<file path="src/inc/cfs_pkg.sv">
package cfs_pkg;

   // ------------------------------------------------------------------
   // Register offsets
   // ------------------------------------------------------------------
   localparam logic [7:0] CFS_FAULT_STATUS_1_OFF = 8'h21;
   localparam logic [7:0] CFS_EVENT_FLAGS_0_OFF = 8'h22;
   localparam logic [7:0] CFS_EVENT_FLAGS_1_OFF = 8'h23;
   localparam logic [7:0] CFS_EVENT_FLAGS_2_OFF = 8'h24;
   localparam logic [7:0] CFS_REG_RESET = 8'h00;

   // ------------------------------------------------------------------
   // Field positions
   // ------------------------------------------------------------------
   localparam int CFS_FS_SYS_SHORT_BIT = 7;
   localparam int CFS_FS_SYS_OVP_BIT = 6;
   localparam int CFS_FS_REV_OVP_BIT = 5;
   localparam int CFS_FS_REV_UVP_BIT = 4;
   localparam int CFS_FS_TSHUT_BIT = 2;
   localparam logic [7:0] CFS_FS_USED_MASK = 8'hF4;
   localparam logic [7:0] CFS_F1_USED_MASK = 8'hD7;
   localparam logic [7:0] CFS_F2_USED_MASK = 8'h7F;

   // ------------------------------------------------------------------
   // Carriers
   // ------------------------------------------------------------------
   typedef struct packed {
      logic system_short_status;
      logic system_overvoltage_status;
      logic reverse_output_overvoltage_status;
      logic reverse_output_undervoltage_status;
      logic thermal_shutdown_status;
   } cfs_fault_in_t;

   // Live levels watched for edges or changes
   typedef struct packed {
      logic input_current_limit_regulation;    // Or reverse output current regulation
      logic input_voltage_limit_regulation;    // Or reverse output voltage regulation
      logic watchdog_expired;
      logic weak_source;
      logic power_good_status;
      logic second_input_present;
      logic first_input_present;
      logic bus_voltage_present;
      logic [2:0] charge_state;
      logic [1:0] optimizer_state;
      logic [3:0] bus_voltage_state;
      logic thermal_regulation;
      logic battery_present;
      logic charger_type_detect_busy;
      logic data_line_detect_done;
      logic adc_one_shot_mode;
      logic adc_conversion_done;
      logic min_system_voltage_regulation;
      logic fast_charge_expired;
      logic trickle_expired;
      logic precharge_expired;
      logic topoff_expired;
   } cfs_event_in_t;

   typedef struct packed {
      logic [7:0] fault_status_1_r;
      logic [7:0] charger_event_flags_0_r;
      logic [7:0] charger_event_flags_1_r;
      logic [7:0] charger_event_flags_2_r;
      cfs_event_in_t prev_r;
      logic [7:0] rd_data_r;
      logic rd_valid_r;
      logic [7:0] event_pending_r;
      logic irq_pulse_r;
   } cfs_state_t;

endpackage : cfs_pkg

</file>
<file path="src/hdl/cfs_flag_bank.sv">
`timescale 1ns/100ps
`default_nettype none

module cfs_flag_bank
(
   input wire logic clk_sys,
   input wire logic reset_n,
   input wire cfs_pkg::cfs_fault_in_t fault_in,
   input wire cfs_pkg::cfs_event_in_t event_in,
   input wire logic [7:0] event_mask,
   input wire logic rd_en,
   input wire logic wr_en,
   input wire logic [7:0] addr,
   input wire logic [7:0] wr_data,
   output logic [7:0] rd_data,
   output logic rd_valid,
   output logic irq_pulse
);
   import cfs_pkg::*;

   // ------------------------------------------------------------------
   // State and per-cycle terms
   // ------------------------------------------------------------------
   cfs_state_t st_r;
   cfs_state_t st_nxt;
   logic [7:0] set0;
   logic [7:0] set1;
   logic [7:0] set2;

   // Fault and read path
   logic [7:0] fault_now;
   logic sel_fault;
   logic sel_flag0;
   logic sel_flag1;
   logic sel_flag2;
   logic [7:0] rd_word;

   // Next flag values
   logic [7:0] flags0_nxt;
   logic [7:0] flags1_nxt;
   logic [7:0] flags2_nxt;

   // Interrupt staging
   logic [7:0] irq_candidates;

   // Flag 0 detectors
   logic det_current_limit;
   logic det_voltage_limit;
   logic det_watchdog;
   logic det_weak_source;
   logic det_power_good;
   logic det_second_input;
   logic det_first_input;
   logic det_bus_present;

   // Flag 1 detectors
   logic det_charge_state;
   logic det_optimizer;
   logic det_bus_state;
   logic det_thermal_reg;
   logic det_battery;
   logic det_charger_type;

   // Flag 2 detectors
   logic det_data_line;
   logic det_conversion;
   logic det_min_system;
   logic det_fast_charge;
   logic det_trickle;
   logic det_precharge;
   logic det_topoff;

   // ------------------------------------------------------------------
   // Helpers
   // ------------------------------------------------------------------
   function automatic logic rise(input logic now, input logic was);
      rise = now & ~was;
   endfunction : rise

   function automatic logic toggled(input logic now, input logic was);
      toggled = now ^ was;
   endfunction : toggled

   // Narrow status fields are zero-extended so one helper serves all widths
   function automatic logic moved(input logic [3:0] now, input logic [3:0] was);
      moved = now != was;
   endfunction : moved

   function automatic logic hit(input logic en, input logic [7:0] at,
                                input logic [7:0] off);
      hit = en && at == off;
   endfunction : hit

   // Set wins over the read clear so an event landing on a read survives
   function automatic logic [7:0] latch(input logic [7:0] cur, input logic [7:0] set,
                                        input logic clr, input logic [7:0] used);
      latch = ((clr ? 8'h00 : cur) | set) & used;
   endfunction : latch

   // ------------------------------------------------------------------
   // Flag 0 detection: regulation, watchdog and source events
   // ------------------------------------------------------------------
   always_comb
   begin
      det_current_limit = rise(event_in.input_current_limit_regulation,
                               st_r.prev_r.input_current_limit_regulation);

      det_voltage_limit = rise(event_in.input_voltage_limit_regulation,
                               st_r.prev_r.input_voltage_limit_regulation);

      det_watchdog = rise(event_in.watchdog_expired,
                          st_r.prev_r.watchdog_expired);

      det_weak_source = rise(event_in.weak_source,
                             st_r.prev_r.weak_source);

      // Both directions count: losing a good adapter matters as much as gaining one
      det_power_good = toggled(event_in.power_good_status,
                               st_r.prev_r.power_good_status);

      det_second_input = toggled(event_in.second_input_present,
                                 st_r.prev_r.second_input_present);

      det_first_input = toggled(event_in.first_input_present,
                                st_r.prev_r.first_input_present);

      det_bus_present = toggled(event_in.bus_voltage_present,
                                st_r.prev_r.bus_voltage_present);
   end

   // ------------------------------------------------------------------
   // Flag 0 assembly
   // ------------------------------------------------------------------
   always_comb
   begin
      set0 = 8'h00;
      set0[7] = det_current_limit;
      set0[6] = det_voltage_limit;
      set0[5] = det_watchdog;
      set0[4] = det_weak_source;
      set0[3] = det_power_good;
      set0[2] = det_second_input;
      set0[1] = det_first_input;
      set0[0] = det_bus_present;
   end

   // ------------------------------------------------------------------
   // Flag 1 detection: charge, optimizer, bus and battery events
   // ------------------------------------------------------------------
   always_comb
   begin
      det_charge_state = moved({1'b0, event_in.charge_state},
                               {1'b0, st_r.prev_r.charge_state});

      det_optimizer = moved({2'b00, event_in.optimizer_state},
                            {2'b00, st_r.prev_r.optimizer_state});

      det_bus_state = moved(event_in.bus_voltage_state,
                            st_r.prev_r.bus_voltage_state);

      det_thermal_reg = rise(event_in.thermal_regulation,
                             st_r.prev_r.thermal_regulation);

      det_battery = toggled(event_in.battery_present,
                            st_r.prev_r.battery_present);

      det_charger_type = toggled(event_in.charger_type_detect_busy,
                                 st_r.prev_r.charger_type_detect_busy);
   end

   // ------------------------------------------------------------------
   // Flag 1 assembly
   // ------------------------------------------------------------------
   // Reserved bits 5 and 3 are never set, and the used mask keeps them clear
   always_comb
   begin
      set1 = 8'h00;
      set1[7] = det_charge_state;
      set1[6] = det_optimizer;
      set1[4] = det_bus_state;
      set1[2] = det_thermal_reg;
      set1[1] = det_battery;
      set1[0] = det_charger_type;
   end

   // ------------------------------------------------------------------
   // Flag 2 detection: detection done, conversion, regulation and timers
   // ------------------------------------------------------------------
   always_comb
   begin
      det_data_line = rise(event_in.data_line_detect_done,
                           st_r.prev_r.data_line_detect_done);

      // Continuous conversions would flood the flag, so only one-shot counts
      det_conversion = event_in.adc_one_shot_mode
                       & rise(event_in.adc_conversion_done,
                              st_r.prev_r.adc_conversion_done);

      det_min_system = toggled(event_in.min_system_voltage_regulation,
                               st_r.prev_r.min_system_voltage_regulation);

      det_fast_charge = rise(event_in.fast_charge_expired,
                             st_r.prev_r.fast_charge_expired);

      det_trickle = rise(event_in.trickle_expired,
                         st_r.prev_r.trickle_expired);

      det_precharge = rise(event_in.precharge_expired,
                           st_r.prev_r.precharge_expired);

      det_topoff = rise(event_in.topoff_expired,
                        st_r.prev_r.topoff_expired);
   end

   // ------------------------------------------------------------------
   // Flag 2 assembly
   // ------------------------------------------------------------------
   // Bit 7 is reserved and stays clear
   always_comb
   begin
      set2 = 8'h00;
      set2[6] = det_data_line;
      set2[5] = det_conversion;
      set2[4] = det_min_system;
      set2[3] = det_fast_charge;
      set2[2] = det_trickle;
      set2[1] = det_precharge;
      set2[0] = det_topoff;
   end

   // ------------------------------------------------------------------
   // Fault capture: live protection levels, reserved bits held at zero
   // ------------------------------------------------------------------
   always_comb
   begin
      fault_now = CFS_REG_RESET;
      fault_now[CFS_FS_SYS_SHORT_BIT] = fault_in.system_short_status;
      fault_now[CFS_FS_SYS_OVP_BIT] = fault_in.system_overvoltage_status;
      fault_now[CFS_FS_REV_OVP_BIT] = fault_in.reverse_output_overvoltage_status;
      fault_now[CFS_FS_REV_UVP_BIT] = fault_in.reverse_output_undervoltage_status;
      fault_now[CFS_FS_TSHUT_BIT] = fault_in.thermal_shutdown_status;
   end

   // ------------------------------------------------------------------
   // Read decode: one register per request, unmapped offsets read zero
   // ------------------------------------------------------------------
   always_comb
   begin
      sel_fault = hit(rd_en, addr, CFS_FAULT_STATUS_1_OFF);
      sel_flag0 = hit(rd_en, addr, CFS_EVENT_FLAGS_0_OFF);
      sel_flag1 = hit(rd_en, addr, CFS_EVENT_FLAGS_1_OFF);
      sel_flag2 = hit(rd_en, addr, CFS_EVENT_FLAGS_2_OFF);
      rd_word = 8'h00;
      if (sel_fault)
      begin
         rd_word = st_r.fault_status_1_r & CFS_FS_USED_MASK;
      end
      else if (sel_flag0)
      begin
         rd_word = st_r.charger_event_flags_0_r;
      end
      else if (sel_flag1)
      begin
         rd_word = st_r.charger_event_flags_1_r & CFS_F1_USED_MASK;
      end
      else if (sel_flag2)
      begin
         rd_word = st_r.charger_event_flags_2_r & CFS_F2_USED_MASK;
      end
      else
      begin
         rd_word = 8'h00;
      end
   end

   // ------------------------------------------------------------------
   // Interrupt candidates: only flag 0 events have their mask here
   // ------------------------------------------------------------------
   // Other registers' masks live elsewhere, so their events never pulse here
   always_comb
   begin
      irq_candidates = set0 & ~event_mask;
   end

   // ------------------------------------------------------------------
   // Flag latching: events set, a read of the register clears
   // ------------------------------------------------------------------
   always_comb
   begin
      flags0_nxt = latch(st_r.charger_event_flags_0_r,
                         set0,
                         sel_flag0,
                         8'hFF);

      flags1_nxt = latch(st_r.charger_event_flags_1_r,
                         set1,
                         sel_flag1,
                         CFS_F1_USED_MASK);

      flags2_nxt = latch(st_r.charger_event_flags_2_r,
                         set2,
                         sel_flag2,
                         CFS_F2_USED_MASK);
   end

   // ------------------------------------------------------------------
   // Next state
   // ------------------------------------------------------------------
   always_comb
   begin
      st_nxt = st_r;
      st_nxt.prev_r = event_in;
      st_nxt.fault_status_1_r = fault_now;
      // Writes never touch the bank; wr_en and wr_data are accepted and dropped
      st_nxt.charger_event_flags_0_r = flags0_nxt;
      st_nxt.charger_event_flags_1_r = flags1_nxt;
      st_nxt.charger_event_flags_2_r = flags2_nxt;

      st_nxt.rd_valid_r = rd_en;
      st_nxt.rd_data_r = rd_word;

      st_nxt.event_pending_r = irq_candidates;
      // One cycle of staging keeps the pulse a clean flop output
      st_nxt.irq_pulse_r = |st_r.event_pending_r;

      // Reset overrides everything, including an event on the same edge
      if (!reset_n)
      begin
         st_nxt = '0;
      end
   end

   // ------------------------------------------------------------------
   // State register
   // ------------------------------------------------------------------
   always_ff @(posedge clk_sys)
   begin
      st_r <= st_nxt;
   end

   assign rd_data = st_r.rd_data_r;
   assign rd_valid = st_r.rd_valid_r;
   assign irq_pulse = st_r.irq_pulse_r;

endmodule : cfs_flag_bank

`default_nettype wire

</file>
<file path="config.mk">
export PLATFORM = sky130hd
export DESIGN_NAME = cfs_flag_bank
export DESIGN_NICKNAME = d
export VERILOG_FILES = /design/src/inc/cfs_pkg.sv /design/src/hdl/cfs_flag_bank.sv
export SDC_FILE = /design/constraint.sdc
export NUM_CORES = 1
export LEC_CHECK = 0
export BUFFER_PORTS_ARGS = -buffer_cell sky130_fd_sc_hd__buf_4
export CAP_MARGIN = 25
export CORE_MARGIN = 2
export CORE_UTILIZATION = 50
export CTS_CLUSTER_DIAMETER = 80
export DETAILED_ROUTE_END_ITERATION = 10
export PLACE_DENSITY = 0.77
export SLEW_MARGIN = 20
export SYNTH_ARGS = -nofsm -noshare
export SYNTH_HDL_FRONTEND = slang
export SYNTH_SLANG_ARGS = --single-unit
</file>
<file path="constraint.sdc">
create_clock -name clk_sys -period 1.8 [get_ports clk_sys]
set_input_delay 0.09 -clock clk_sys [delete_from_list [all_inputs] [get_ports clk_sys]]
set_output_delay 0.09 -clock clk_sys [all_outputs]
set_load 0.02 [all_outputs]
</file>
# Word level (Yosys, flattened, before mapping)
# Index checks and enable logic that the tools add are counted.
# op_classes
eq_ne	7
muxes	7
n_bitwise	36
n_reduce_logical	6
# op_table
cell	n
two-way mux 8 bit	5
== test 8 x 6 -> 1 bit, second input constant	4
bitwise OR 8 bit	2
two-way mux 7 bit	2
bitwise AND 1 bit	12
NOT 1 bit	12
bitwise AND 8 bit	1
NOT 8 bit	1
OR reduction 8 bit	1
bitwise OR 7 bit	1
XOR 1 bit	7
logical AND 1 bit	4
inequality test 4 bit	1
inequality test 3 bit	1
inequality test 2 bit	1
OR reduction 2 bit	1
# totals
ff_bits	73
input_bits	61
out_inout_bits	10
elab_cells	87

# Logic depth before layout (Yosys ltp)
# depth
word_depth	6
ltp_mapped	4
depth_no_buf	3

# Least setup slack after synthesis
# No wires, ideal clock.
# synth_path
path_kind	input -> register
from	input port addr[4]
to	register st_r[58] in the netlist's numbering
setup_time_ns	0.117
arrival_time_ns	1.176
t_required_ns	1.683
slack_ns	0.507
cell_stages	3
n_path_buf	0
cell_sequence	or3b_1 -> o41a_1 -> a22o_1
# synth_between
elab_chain_cells	4
# synth_rtl
item	line	text
start: declaration	cfs_flag_bank.sv:13	input wire logic [7:0] addr,
== test 8 x 6 -> 1 bit	cfs_flag_bank.sv:91	hit = en && at == off;
logical AND 1 bit	cfs_flag_bank.sv:91	
two-way mux 8 bit	cfs_flag_bank.sv:97	latch = ((clr ? 8'h00 : cur) | set) & used;
bitwise OR 8 bit	cfs_flag_bank.sv:97	
end signal: assignment	cfs_flag_bank.sv:338	st_r <= st_nxt;
end: declaration	cfs_flag_bank.sv:24	cfs_state_t st_r;
# No other way between the ends.
# A chain may end at the register's enable or synchronous reset.

# Worst setup path in the final report
# layout_path
from	input port rd_en
to	register st_r, in the netlist rd_data[5]
# layout_between
elab_chain_cells	5
elab_cells_between_ends	8
classes_between	mux (4); reduce/logical (4)
# layout_rtl
item	line	text
start: declaration	cfs_flag_bank.sv:11	input wire logic rd_en,
logical AND 1 bit	cfs_flag_bank.sv:91	
two-way mux 7 bit	cfs_flag_bank.sv:266	else if (sel_flag2)
two-way mux 8 bit	cfs_flag_bank.sv:262	else if (sel_flag1)
two-way mux 8 bit	cfs_flag_bank.sv:258	else if (sel_flag0)
two-way mux 8 bit (*)	cfs_flag_bank.sv:254	if (sel_fault)
# Every way passes the cells marked *; elsewhere a longest branch is shown, timed or not.

==> qor.csv <==
metric;value;unit
setup bufs post-CTS;0;
PortBufs;61;
area delta synth->final;40.9;%
Num CTS Buffers;9;
Post-synth EDFFs;0;
post-synthesis async set-or-reset flop share;0;%
Clk Latency, worst-skew pair;0.33;ns
largest net degree at the start of global routing;32;
mapped cell area;2580;µm²
Mapped Avg Cell Area;10.5;µm²
fin nets;410;
die height;75.9;µm
1st-iter DRT viols;135;
HP Start;addr[0];
CP max FO;4;
RSZ-0062 raised after global routing;false;
Worst slew margin;65.6;%
CTS tree;yes;
post-synthesis register bit count;71;
cts repair resizes;0;
Hold Path Class;input pin to register;
CP Launch Type;input pin;
Initial Utilization;51.2;%
NetSw;0.000728;W
Post-DP Area;3070;µm²
total wire length;5780;µm
pwr/cell area;869;nW/µm²
cell family with most CP delay;buffers and inverters;
vias per cell;4.97;
CP startpoint;rd_en;
post-synth top area share;55.1;%
drt drc;0;
Synth Flop Type;dfxtp_1;
Internal;0.00243;W
GPL Wtd Cong;0.874;
CORE AREA;5040;µm²
DPL Wire Length;3770;µm
Critical Path Max Stage Delay;0.53;ns
die area;5750;µm²
post-route ant nets;0;
Final Instance Area;3640;µm²
share of cells above drive strength 1;24.2;%
fin. max-slew vios;0;
worst setup path class;input pin to register;
period utilization;75.2;%
Final Hold Vio Count;0;
Worst VDD drop;549;µV
first-pass GRT wire length;9630;µm
Setup Skew;0.00646;ns
die width;75.9;µm
crit path buf inv count;2;
leading area contributor after synthesis;dfxtp_1;
Routed wire per std cell;13.7;µm
vias in the first global route;2110;
Syn Inst Count;247;
status;completed;
Worst Path Required;2.03;ns
gr usage total;23.0;%
top cells by area, synth;dfxtp_1 (55%), and2_1 (7.0%), a22o_1 (5.8%), xnor2_1 (3.4%), buf_4 (2.3%);
Antenna diodes;0;
endpoint type of the worst setup path;register;
FF-to-FF setup slack;0.74;ns
Comb pwr share;12.8;%
CP max-delay cell;dlygate4sd3_1;
Leak;1.58;nW
Site Rows;26;
signal arrival time at the worst endpoint;1.58;ns
Sequential Power Share;54.6;%
sw frac;23.1;%
clock-pin slew on the worst setup and hold paths;0.07;ns
TNS Setup;0;ns
sequential area share after synthesis;55.1;%
via count;2094;
Warnings, synthesis;0;
commonest non-fill, non-tap cell in the layout;dfxtp_1;
min cycle time layout;1.35;ns
most frequent cells in the layout;dfxtp_1 (71), buf_4 (66), dlygate4sd3_1 (41);
fmax;739;MHz
CTS Root Cell;clkbuf_8;
r2r startpoint;st_r[51]$_SDFF_PN0_;
max-cap violations;0;
Unique masters post-synth;38;
Worst-Margin Slew;0.515;ns
initial antenna violation count;0;
setup violators final;0;
drt pass-1 iters;5;
Max Root-Sink Buffers;2;
Clock Power Share;32.6;%
Clock Sinks;71;
H-tree depth;3;
io pins;71;
crit-path cells;dlygate4sd3_1 > buf_4 > nor4b_1 > nand3_1 > o221a_2;
Overflow after GRT;0;
Post-Syn Nets;308;
==> metrics by stage <==
step	util (%)	setup WS (ns)	power [W]	hold WS, ns	std cells
after global routing	72.1	0.343	0.00330	0.0662	421
after CTS	72.1	0.483	0.00318	0.0402	421
after global placement	61.0	0.294	0.00208	0.249	367
final	72.1	0.446	0.00316	0.0593	421
after detailed placement	61.0	0.275	0.00209	0.248	367
after floorplan	-	0.507	0.00192	0.162	247
==> metal layers <==
metal	track usage [%]	part of all wire (%)
met2	35.6	47
met4	12.9	2.9
met3	5.16	5.4
met5	0	0
met1	29.7	44
==> cells by family after synthesis <==
group	Yosys count	share of synthesized area [%]
flops	71	55.1
buf+inv	30	5.53
simple gates	82	19.2
compound gates	47	14.3
mux	1	0.436
xor+xnor	16	5.43
==> cells in the mapped netlist (3+ instances only) <==
master	instances
a21oi_1	5
a22o_1	17
a32o_1	3
and2_1	29
buf_4	8
clkbuf_1	8
dfxtp_1	71
inv_1	14
nand2_1	12
nand2b_1	6
nand3_1	3
nand4_1	3
nor2_1	5
nor2b_1	3
nor3_1	4
nor3b_1	4
o21ai_0	8
o2bb2ai_1	4
xnor2_1	10
xor2_1	6
==> final timing paths <==
path | end | cells after the start
setup / recovery | rd_data[5]$_SDFF_PN0_ | 5
setup reg to reg | rd_data[5]$_SDFF_PN0_ | 3
hold reg to reg | st_r[6]$_SDFF_PN0_ | 1
hold / removal | rd_data[3]$_SDFF_PP0_ | 2
==> timing repair <==
| action | CTS | global route |
|---|---|---|
| setup endpoints to repair | 0 | 0 |
| hold endpoints to repair | 41 | 0 |
| hold buffers | 41 | 0 |
==> cell type report <==
cell class                 count  area [µm²]
sequential                    71        1420
fill                         356        1410
multi-input combinational    146        1020
timing repair buffer         107         906
clock buffer                  11         141
tap                           70        87.6
inverter                      14        52.6
clock inverter                 2        10.0
==> power groups by stage <==
stage          clock [W]  combinational (W)  sequential [W]
2_1_floorplan          0           0.000181         0.00174
3_3_place_gp           0           0.000325         0.00175
3_5_place_dp           0           0.000333         0.00175
4_1_cts          0.00106           0.000405         0.00172
5_1_grt          0.00112           0.000449         0.00173
6_report         0.00103           0.000406         0.00172
==> sequential cells by signal (all words and copies together) (netlist names) <==
register	flops
irq_pulse	1
rd_valid	1
st_r	61
rd_data	8
No activity file was read; power rests on OpenSTA's default activity.
